## src/logic/pleb_defines.vh

```
// constants for the pwm leading-edge blanking block
// assumes inclusion by bare name from logic/ files
`ifndef PLEB_DEFINES_VH
`define PLEB_DEFINES_VH
// ************************************
// register map (byte addresses)
// ************************************
`define PLEB_ADDR_CONTROL 4'h0
`define PLEB_ADDR_PERIOD 4'h4
`define PLEB_ADDR_STATUS 4'h8
`define PLEB_CONTROL_RESET 16'h0000
`define PLEB_CONTROL_WMASK 16'hfc3f
`define PLEB_PERIOD_RESET 16'h0000
// ************************************
// control field positions
// ************************************
`define PLEB_HI_RISE 15
`define PLEB_HI_FALL 14
`define PLEB_LO_RISE 13
`define PLEB_LO_FALL 12
`define PLEB_FAULT_EN 11
`define PLEB_CURLIM_EN 10
`define PLEB_EXT_HIGH 5
`define PLEB_EXT_LOW 4
`define PLEB_HI_HIGH 3
`define PLEB_HI_LOW 2
`define PLEB_LO_HIGH 1
`define PLEB_LO_LOW 0
// ************************************
// bus answers
// ************************************
`define PLEB_RESP_OKAY 2'b00
`define PLEB_RESP_SLVERR 2'b10
`endif

```

## src/logic/pleb_state_blank.v

```verilog
// state blanking combiner for one pwm pair
// assumes all inputs synchronous to aclk
`include "pleb_defines.vh"
module pleb_state_blank (
	input wire [15:0] ctrl,
	input wire pwm_high_side_out,
	input wire pwm_low_side_out,
	input wire ext_blank_sig,
	output wire state_blank
);
	// each level enable masks only while its level holds
	assign state_blank = (ctrl[`PLEB_HI_HIGH] & pwm_high_side_out) |
		(ctrl[`PLEB_HI_LOW] & ~pwm_high_side_out) |
		(ctrl[`PLEB_LO_HIGH] & pwm_low_side_out) |
		(ctrl[`PLEB_LO_LOW] & ~pwm_low_side_out) |
		(ctrl[`PLEB_EXT_HIGH] & ext_blank_sig) |
		(ctrl[`PLEB_EXT_LOW] & ~ext_blank_sig);
endmodule

```

## src/logic/pleb_top.v

```verilog
// leading-edge and state blanking for one pwm pair, axi4-lite register slave
// assumes pwm outputs, fault and current-limit inputs synchronous to aclk;
// ext_blank_sig already selected by the auxiliary control logic;
// the blanking period register counts aclk cycles, not pwm periods;
// the bus master keeps at most one write and one read in flight
//
// The register addresses and the AXI4-Lite register port were chosen for this implementation.
`include "pleb_defines.vh"
module pleb_top (
	input wire aclk,
	input wire aresetn,
	input wire [3:0] s_axi_awaddr,
	input wire s_axi_awvalid,
	output wire s_axi_awready,
	input wire [31:0] s_axi_wdata,
	input wire [3:0] s_axi_wstrb,
	input wire s_axi_wvalid,
	output wire s_axi_wready,
	output wire [1:0] s_axi_bresp,
	output wire s_axi_bvalid,
	input wire s_axi_bready,
	input wire [3:0] s_axi_araddr,
	input wire s_axi_arvalid,
	output wire s_axi_arready,
	output wire [31:0] s_axi_rdata,
	output wire [1:0] s_axi_rresp,
	output wire s_axi_rvalid,
	input wire s_axi_rready,
	input wire pwm_high_side_out,
	input wire pwm_low_side_out,
	input wire ext_blank_sig,
	input wire fault_in,
	input wire curlim_in,
	output wire fault_out,
	output wire curlim_out,
	output wire blank_active
);
	// ************************************
	// register state
	// ************************************
	reg [15:0] leb_control_q;
	reg [15:0] period_q;
	reg aw_full_q;
	reg w_full_q;
	reg [3:0] awaddr_q;
	reg [31:0] wdata_q;
	reg [3:0] wstrb_q;
	reg bvalid_q;
	reg [1:0] bresp_q;
	reg rvalid_q;
	reg [31:0] rdata_q;
	reg [1:0] rresp_q;
	reg hi_prev_q;
	reg lo_prev_q;
	reg [15:0] leb_cnt_q;
	reg fault_out_q;
	reg curlim_out_q;
	wire state_blank;
	wire do_write;
	wire edge_trig;
	wire leb_window;
	wire [3:0] trig_en;
	wire [3:0] trig_hit;
	wire hi_rise_trig_en;
	wire hi_fall_trig_en;
	wire lo_rise_trig_en;
	wire lo_fall_trig_en;
	wire fault_blank_en;
	wire curlim_blank_en;

	// ************************************
	// helper functions
	// ************************************
	// level change on one pin, in the direction asked for
	function edge_seen;
		input now_lvl;
		input prev_lvl;
		input rising;
		begin
			edge_seen = rising ? (now_lvl & ~prev_lvl) : (~now_lvl & prev_lvl);
		end
	endfunction

	// an input passes unless its window or any state blank covers it
	function masked;
		input sig;
		input window;
		input en;
		input state;
		begin
			masked = sig & ~((window & en) | state);
		end
	endfunction

	// status snapshot, upper bits read as zero
	function [31:0] status_word;
		input window;
		input state;
		input flt;
		input cur;
		input [15:0] cnt;
		begin
			status_word = {12'h000, window, state, flt, cur, cnt};
		end
	endfunction

	function [15:0] merge16;
		input [15:0] old;
		input [31:0] data;
		input [3:0] strb;
		begin
			merge16 = {strb[1] ? data[15:8] : old[15:8], strb[0] ? data[7:0] : old[7:0]};
		end
	endfunction

	function mapped;
		input [3:0] addr;
		begin
			mapped = (addr == `PLEB_ADDR_CONTROL) || (addr == `PLEB_ADDR_PERIOD) ||
				(addr == `PLEB_ADDR_STATUS);
		end
	endfunction

	// ************************************
	// control fields
	// ************************************
	// named taps keep the datapath readable against the bit map
	assign hi_rise_trig_en = leb_control_q[`PLEB_HI_RISE];
	assign hi_fall_trig_en = leb_control_q[`PLEB_HI_FALL];
	assign lo_rise_trig_en = leb_control_q[`PLEB_LO_RISE];
	assign lo_fall_trig_en = leb_control_q[`PLEB_LO_FALL];
	assign fault_blank_en = leb_control_q[`PLEB_FAULT_EN];
	assign curlim_blank_en = leb_control_q[`PLEB_CURLIM_EN];

	// ************************************
	// axi4-lite write path
	// ************************************
	// address and data may land in either order; held until response drains
	assign s_axi_awready = ~aw_full_q & ~bvalid_q;
	assign s_axi_wready = ~w_full_q & ~bvalid_q;
	assign s_axi_bvalid = bvalid_q;
	assign s_axi_bresp = bresp_q;
	assign do_write = aw_full_q & w_full_q & ~bvalid_q;

	always @(posedge aclk) begin
		if (!aresetn) begin
			aw_full_q <= 1'b0;
			w_full_q <= 1'b0;
			awaddr_q <= 4'h0;
			wdata_q <= 32'h00000000;
			wstrb_q <= 4'h0;
			bvalid_q <= 1'b0;
			bresp_q <= `PLEB_RESP_OKAY;
			leb_control_q <= `PLEB_CONTROL_RESET;
			period_q <= `PLEB_PERIOD_RESET;
		end else begin
			if (s_axi_awvalid && s_axi_awready) begin
				aw_full_q <= 1'b1;
				awaddr_q <= {s_axi_awaddr[3:2], 2'b00};
			end
			if (s_axi_wvalid && s_axi_wready) begin
				w_full_q <= 1'b1;
				wdata_q <= s_axi_wdata;
				wstrb_q <= s_axi_wstrb;
			end
			if (do_write) begin
				aw_full_q <= 1'b0;
				w_full_q <= 1'b0;
				bvalid_q <= 1'b1;
				bresp_q <= mapped(awaddr_q) ? `PLEB_RESP_OKAY : `PLEB_RESP_SLVERR;
				if (awaddr_q == `PLEB_ADDR_CONTROL) begin
					// unimplemented bits stay zero
					leb_control_q <= merge16(leb_control_q, wdata_q, wstrb_q) & `PLEB_CONTROL_WMASK;
				end
				if (awaddr_q == `PLEB_ADDR_PERIOD) begin
					period_q <= merge16(period_q, wdata_q, wstrb_q);
				end
			end else if (bvalid_q && s_axi_bready) begin
				bvalid_q <= 1'b0;
			end
		end
	end

	// ************************************
	// axi4-lite read path
	// ************************************
	assign s_axi_arready = ~rvalid_q;
	assign s_axi_rvalid = rvalid_q;
	assign s_axi_rdata = rdata_q;
	assign s_axi_rresp = rresp_q;

	always @(posedge aclk) begin
		if (!aresetn) begin
			rvalid_q <= 1'b0;
			rdata_q <= 32'h00000000;
			rresp_q <= `PLEB_RESP_OKAY;
		end else if (s_axi_arvalid && s_axi_arready) begin
			rvalid_q <= 1'b1;
			rresp_q <= mapped(s_axi_araddr) ? `PLEB_RESP_OKAY : `PLEB_RESP_SLVERR;
			case ({s_axi_araddr[3:2], 2'b00})
				`PLEB_ADDR_CONTROL: rdata_q <= {16'h0000, leb_control_q};
				`PLEB_ADDR_PERIOD: rdata_q <= {16'h0000, period_q};
				`PLEB_ADDR_STATUS: rdata_q <= status_word(leb_window, state_blank,
					fault_out_q, curlim_out_q, leb_cnt_q);
				default: rdata_q <= 32'h00000000;
			endcase
		end else if (rvalid_q && s_axi_rready) begin
			rvalid_q <= 1'b0;
		end
	end

	// ************************************
	// edge detection and blanking counter
	// ************************************
	// one enable per edge kind, msb first as in the control word
	assign trig_en = {hi_rise_trig_en, hi_fall_trig_en, lo_rise_trig_en, lo_fall_trig_en};

	genvar gi;
	generate
		for (gi = 0; gi < 4; gi = gi + 1) begin : g_trig
			// odd slots watch rising edges; slots 3:2 the high side, 1:0 the low side
			assign trig_hit[gi] = trig_en[gi] & edge_seen(gi >= 2 ? pwm_high_side_out : pwm_low_side_out,
				gi >= 2 ? hi_prev_q : lo_prev_q, (gi % 2) == 1);
		end
	endgenerate

	// all enabled edges share the one counter, so the latest edge wins
	assign edge_trig = |trig_hit;

	// window covers the trigger cycle plus period_q further cycles
	assign leb_window = edge_trig | (leb_cnt_q != 16'h0000);

	always @(posedge aclk) begin
		if (!aresetn) begin
			hi_prev_q <= 1'b0;
			lo_prev_q <= 1'b0;
			leb_cnt_q <= 16'h0000;
		end else begin
			hi_prev_q <= pwm_high_side_out;
			lo_prev_q <= pwm_low_side_out;
			// a new edge restarts the count even mid-window
			if (edge_trig) begin
				leb_cnt_q <= period_q;
			end else if (leb_cnt_q != 16'h0000) begin
				leb_cnt_q <= leb_cnt_q - 16'h0001;
			end
		end
	end

	// ************************************
	// state blanking
	// ************************************
	pleb_state_blank u_state_blank (
		.ctrl(leb_control_q),
		.pwm_high_side_out(pwm_high_side_out),
		.pwm_low_side_out(pwm_low_side_out),
		.ext_blank_sig(ext_blank_sig),
		.state_blank(state_blank)
	);

	// ************************************
	// masked outputs
	// ************************************
	always @(posedge aclk) begin
		if (!aresetn) begin
			fault_out_q <= 1'b0;
			curlim_out_q <= 1'b0;
		end else begin
			// registered so downstream fault logic sees no combinational glitch
			fault_out_q <= masked(fault_in, leb_window, fault_blank_en, state_blank);
			curlim_out_q <= masked(curlim_in, leb_window, curlim_blank_en, state_blank);
		end
	end

	assign fault_out = fault_out_q;
	assign curlim_out = curlim_out_q;
	assign blank_active = leb_window | state_blank;
endmodule

```

## config.mk

```make
export PLATFORM = sky130hd
export DESIGN_NAME = pleb_top
export DESIGN_NICKNAME = d
export VERILOG_FILES = /design/src/logic/pleb_state_blank.v /design/src/logic/pleb_top.v
export VERILOG_INCLUDE_DIRS = /design/src /design/src/logic
export SDC_FILE = /design/constraint.sdc
export NUM_CORES = 1
export LEC_CHECK = 0
export BUFFER_PORTS_ARGS = -buffer_cell sky130_fd_sc_hd__buf_4
export CAP_MARGIN = 20
export CORE_ASPECT_RATIO = 1.5
export CORE_MARGIN = 2
export CORE_UTILIZATION = 40
export CTS_CLUSTER_DIAMETER = 60
export DETAILED_ROUTE_END_ITERATION = 7
export PLACE_DENSITY = 0.62
export SYNTH_ARGS = -nofsm -noshare
export SYNTH_HDL_FRONTEND = slang
export SYNTH_HIERARCHICAL = 1
export SYNTH_SLANG_ARGS = --single-unit
```

## constraint.sdc

```tcl
create_clock -name aclk -period 2.7 [get_ports aclk]
set_input_delay 0.135 -clock aclk [delete_from_list [all_inputs] [get_ports aclk]]
set_output_delay 0.135 -clock aclk [all_outputs]
set_load 0.02 [all_outputs]
```

======== Word level (Yosys, flattened, before mapping) ========
Index checks and enable logic that the tools add are counted.
cells by class
  add/sub/neg operators ................... 1
  reduce and logical (&&, ||, !) cells .... 22
  mux-type cells .......................... 9
  equal/unequal tests ..................... 6
  bitwise logic cells ..................... 43
operators by type and width
  kind                                                                  number
  20-bit case mux with 3 select lines                                   1
  16-bit 2-to-1 mux                                                     2
  1-bit bitwise AND                                                     22
  16-bit nonzero test                                                   1
  16-bit by 1-bit subtractor with 16-bit output, second input constant  1
  1-bit inverter                                                        12
  3-bit AND reduction                                                   4
  1-bit bitwise OR                                                      9
  4-bit zero test                                                       2
  2-bit nonzero test                                                    3
  1-bit logical AND                                                     5
  2-bit by 1-bit == test with 1-bit output, second input constant       2
  2-bit == test, second input constant                                  2
  4-bit by 3-bit == test with 1-bit output, second input constant       1
  4-bit == test, second input constant                                  1
  1-bit logical OR                                                      4
  1-bit 2-to-1 mux                                                      4
  2-bit 2-to-1 mux                                                      2
  4-bit OR reduction                                                    1
  2-bit zero test                                                       1
  2-bit OR reduction                                                    1
word-level totals
  logic and storage cells ................. 100
  input port bits ......................... 56
  register bits after elaboration ......... 108
  output and inout bits ................... 44

======== Depth between registers and ports, before layout ========
  depth after elaboration ................. 10
  mapped depth ............................ 8
  mapped depth without buffers ............ 7

======== Modules after synthesis ========
The synthesis kept the hierarchy.
modules (own cells, without submodules)
  module            area each (µm²)  times used  cells each  sequential area each (µm²)
  pleb_top          4199.0           1           474         1881.8
  pleb_state_blank  35.0             1           4           0.0

======== Worst setup path after synthesis ========
No wires, ideal clock.
  path kind ............................... flip-flop to output port
  from .................................... register leb_cnt_q[10]
  to ...................................... output blank_active
  required time ........................... 2.565 ns
  arrival ................................. 1.859 ns
  buffers on the path ..................... 1
  path slack .............................. 0.706 ns
  stages on the path, launching flop included .. 6
  cell sequence ........................... dfxtp_1 or4_1 nor3_1 buf_2 nand2_1 or3_1
on the way
  cells in the longest elaborated chain, start to end .. 3
ends and longest elaborated chain
  what                      line            text
  start: declaration        pleb_top.v:55   reg [15:0] leb_cnt_q;
  start signal: assignment  pleb_top.v:243  leb_cnt_q <= period_q;
  start signal: assignment  pleb_top.v:245  leb_cnt_q <= leb_cnt_q - 16'h0001;
  16-bit nonzero test       pleb_top.v:231  assign leb_window = edge_trig | (leb_cnt_q != 16'h0000);
  1-bit bitwise OR          pleb_top.v:231
  1-bit bitwise OR          pleb_top.v:277  assign blank_active = leb_window | state_blank;
  end: declaration          pleb_top.v:36   output wire blank_active
Every way passes these cells.

======== Final worst setup path ========
  from .................................... register leb_cnt_q[2]
  to ...................................... output blank_active
Same word-level chain as after synthesis.

==> results.yml <==
outcome:
  status: "completed"
floorplanning:
  die_h_um: 130
  core_mm2: 0.0104
  dieArea_mm2: 0.0114
  initial_core_util: 0.406
  rows: 46
  die_w_um: 88.0
  io-pin-count: 100
clocking:
  cts_resized: 0
  cts_tree: "yes"
  numCtsBuffers: 9
  ctsHoldBuffers: 0
  cts_sinks: 94
  path_clk_slew_ns: 0.07
  cts_root_buf: "clkbuf_16"
  cts_buffer_depth: 2
  clock_latency_ns: 0.34
  post_cts_buffers: 0
  h-tree-depth: 3
synth:
  synth_cell_types: 40
  synth.cell_area_mm2: 0.00423
  synth_edf_count: 0
  syn_avg_cell_area_um2: 8.86
  synth_ff_type: "dfxtp_1"
  ys_async_sr_fraction: 0
  yosysWarnings: 6
  syn_inst: 478
  synth.yosys.seq_area_share: 0.444
  ys_ff_latch: 94
layout:
  area_delta_synth_final_pct: 20.3
  final_common_cell: "dfxtp_1"
  post-route-util: 0.489
  drive_gt1_frac: 0.168
  layout_common_cells: "94 x dfxtp_1, 81 x nand2_1, 72 x buf_4, 36 x a21boi_0, 34 x mux2i_1"
  antenna_cells: 0
  nets: 589
routing:
  dr_wl_met3_um: 323
  wl_mm: 10.0
  drt-pass1-iter-count: 4
  routed_via_density: 5.07
  wl_met1_mm: 4.30
  routedWlPerCell_um: 14.7
  num_vias: 3445
  met2_length_mm: 5.08
  top_layer_used: "met4"
  drc: 0
  drt_iter0_drc: 188
  postRouteAntennaNets: 0
sta:
  hold_viol_final: 0
  post-route-period-util: 0.913
  period_minus_slack_ns: 2.46
  hold_slack_ns: 0.0293
  fin_tns_setup_ns: 0
  setup_viol: 0
  drv_slew: 0
  max_freq_mhz: 406
  grt_setup_unrepaired: "false"
  relSlewSlack: 0.465
  finClkSkew_ns: 0.00854
  tightest_slew_ns: 0.802
worst_setup_path:
  arrival_ns: 2.33
  critPathRequiredTime_ns: 2.57
  cp-start-kind: "flip-flop"
  worstPathMaxFanout: 6
  critPathKind: "flip-flop to output pin"
  end_kind: "output pin"
global_routing:
  grt_pass1_vias: 3350
  grt_max_degree: 96
  grt-ovfl-total: 0
  grt_pass1_wl_mm: 16.3
  antenna_found_initial: 0
  track_usage: 0.182
placement:
  hpwl_mm: 7.19
  io_buffers: 65
  gp_congestion: 0.886
power_and_ir_drop:
  ir_drop_v: 0.000357
  p_leak_uw: 0.00220
  p_per_area_mw_per_mm2: 780
flow_run:
  maxCapViolations: 0
worst_hold_path:
  worst_hold_path_type: "primary input to flip-flop"
critical path, cell delays in order, from the launching register on:
cell,delay [ns]
dfxtp_1,0.35
or4_4,0.59
nor3b_2,0.35
nand2_1,0.13
or3_1,0.39
buf_4,0.18
cell usage after synthesis, drive strengths merged (3+ instances only):
| cell type | count | share of area |
|---|---|---|
| a22oi | 3 | 0.0053 |
| nand3 | 26 | 0.031 |
| dfxtp | 94 | 0.44 |
| xnor2 | 5 | 0.010 |
| a21oi | 11 | 0.013 |
| nand3b | 5 | 0.0089 |
| a211oi | 3 | 0.0053 |
| inv | 4 | 0.0035 |
| clkbuf | 26 | 0.023 |
| a221oi | 4 | 0.0083 |
| nor3 | 5 | 0.0059 |
| buf | 17 | 0.028 |
| a21boi | 36 | 0.064 |
| or4 | 3 | 0.0062 |
| mux2i | 34 | 0.080 |
| nand2 | 81 | 0.072 |
| nand2b | 3 | 0.0044 |
| o21ai | 21 | 0.025 |
| nor3b | 5 | 0.010 |
| o211a | 14 | 0.033 |
| o211ai | 12 | 0.021 |
| nor2b | 26 | 0.038 |
| nor2 | 14 | 0.012 |
| and2 | 7 | 0.010 |
| xor2 | 5 | 0.010 |
stage by stage:
step           power [uW]  setup WS [ns]  cells  instance area, um^2
3_5_place_dp         2730          0.593    664                 4790
3_3_place_gp         2700          0.616    664                 4790
2_1_floorplan        2420          0.706    491                 4280
6_report             3970          0.235    680                 5090
4_1_cts              4000          0.231    680                 5090
5_1_grt              4200          0.138    680                 5090
layout make-up:
| cell class | instances | area, um^2 |
|---|---|---|
| clock buffers | 13 | 260 |
| flip-flops and latches | 94 | 1880 |
| multi-input cells | 350 | 2170 |
| fillers | 1037 | 5330 |
| clock inverters | 3 | 42.5 |
| inverters | 4 | 15.0 |
| repair buffers | 72 | 541 |
| well taps | 144 | 180 |
path summary, 6_finish.rpt:
| path | start | end | slack [ns] | cells after the start |
|---|---|---|---|---|
| worst max-delay path | leb_cnt_q[2]$_SDFFE_PN0N_ | blank_active | 0.24 | 5 |
| worst min-delay path | curlim_in | curlim_out$_SDFF_PN0_ | 0.03 | 3 |
| worst max register to register | leb_cnt_q[2]$_SDFFE_PN0N_ | leb_cnt_q[8]$_SDFFE_PN0N_ | 0.66 | 4 |
| worst min register to register | wdata_q[7]$_SDFFE_PN0P_ | wdata_q[7]$_SDFFE_PN0P_ | 0.47 | 2 |
per-layer routing:
layer	up-vias	global-route usage
li1	1750	-
met1	1594	0.230
met2	80	0.299
met3	21	0.0285
met4	0	0.0923
met5	-	0
kinds of logic (layout without fill, tap and decap cells):
kind of cell	after synthesis	in the layout	share of synthesized area
other	1	14	0.000886
muxes	34	34	0.0804
AOI/OAI and AO/OA	107	107	0.180
and+or+nand+nor	183	183	0.213
adders and majority gates	2	2	0.00591
DFF	94	94	0.444
buffers and inverters	47	92	0.0547
xor gates and xnor gates	10	10	0.0207
power by group:
group	total, uW	switching [uW]	internal [uW]
combinational	1040	567	477
sequential	1650	136	1520
clock	1270	506	767
total	3970	1210	2760
sequential cells by signal, summed over array words and instances (netlist names), 2 cells and up:
signal and flops:
leb_cnt_q 16, wstrb_q 2, leb_control_q 12, period_q 16, s_axi_rdata 20, awaddr_q 2, wdata_q 16
Power figures use the tool's default switching activity.
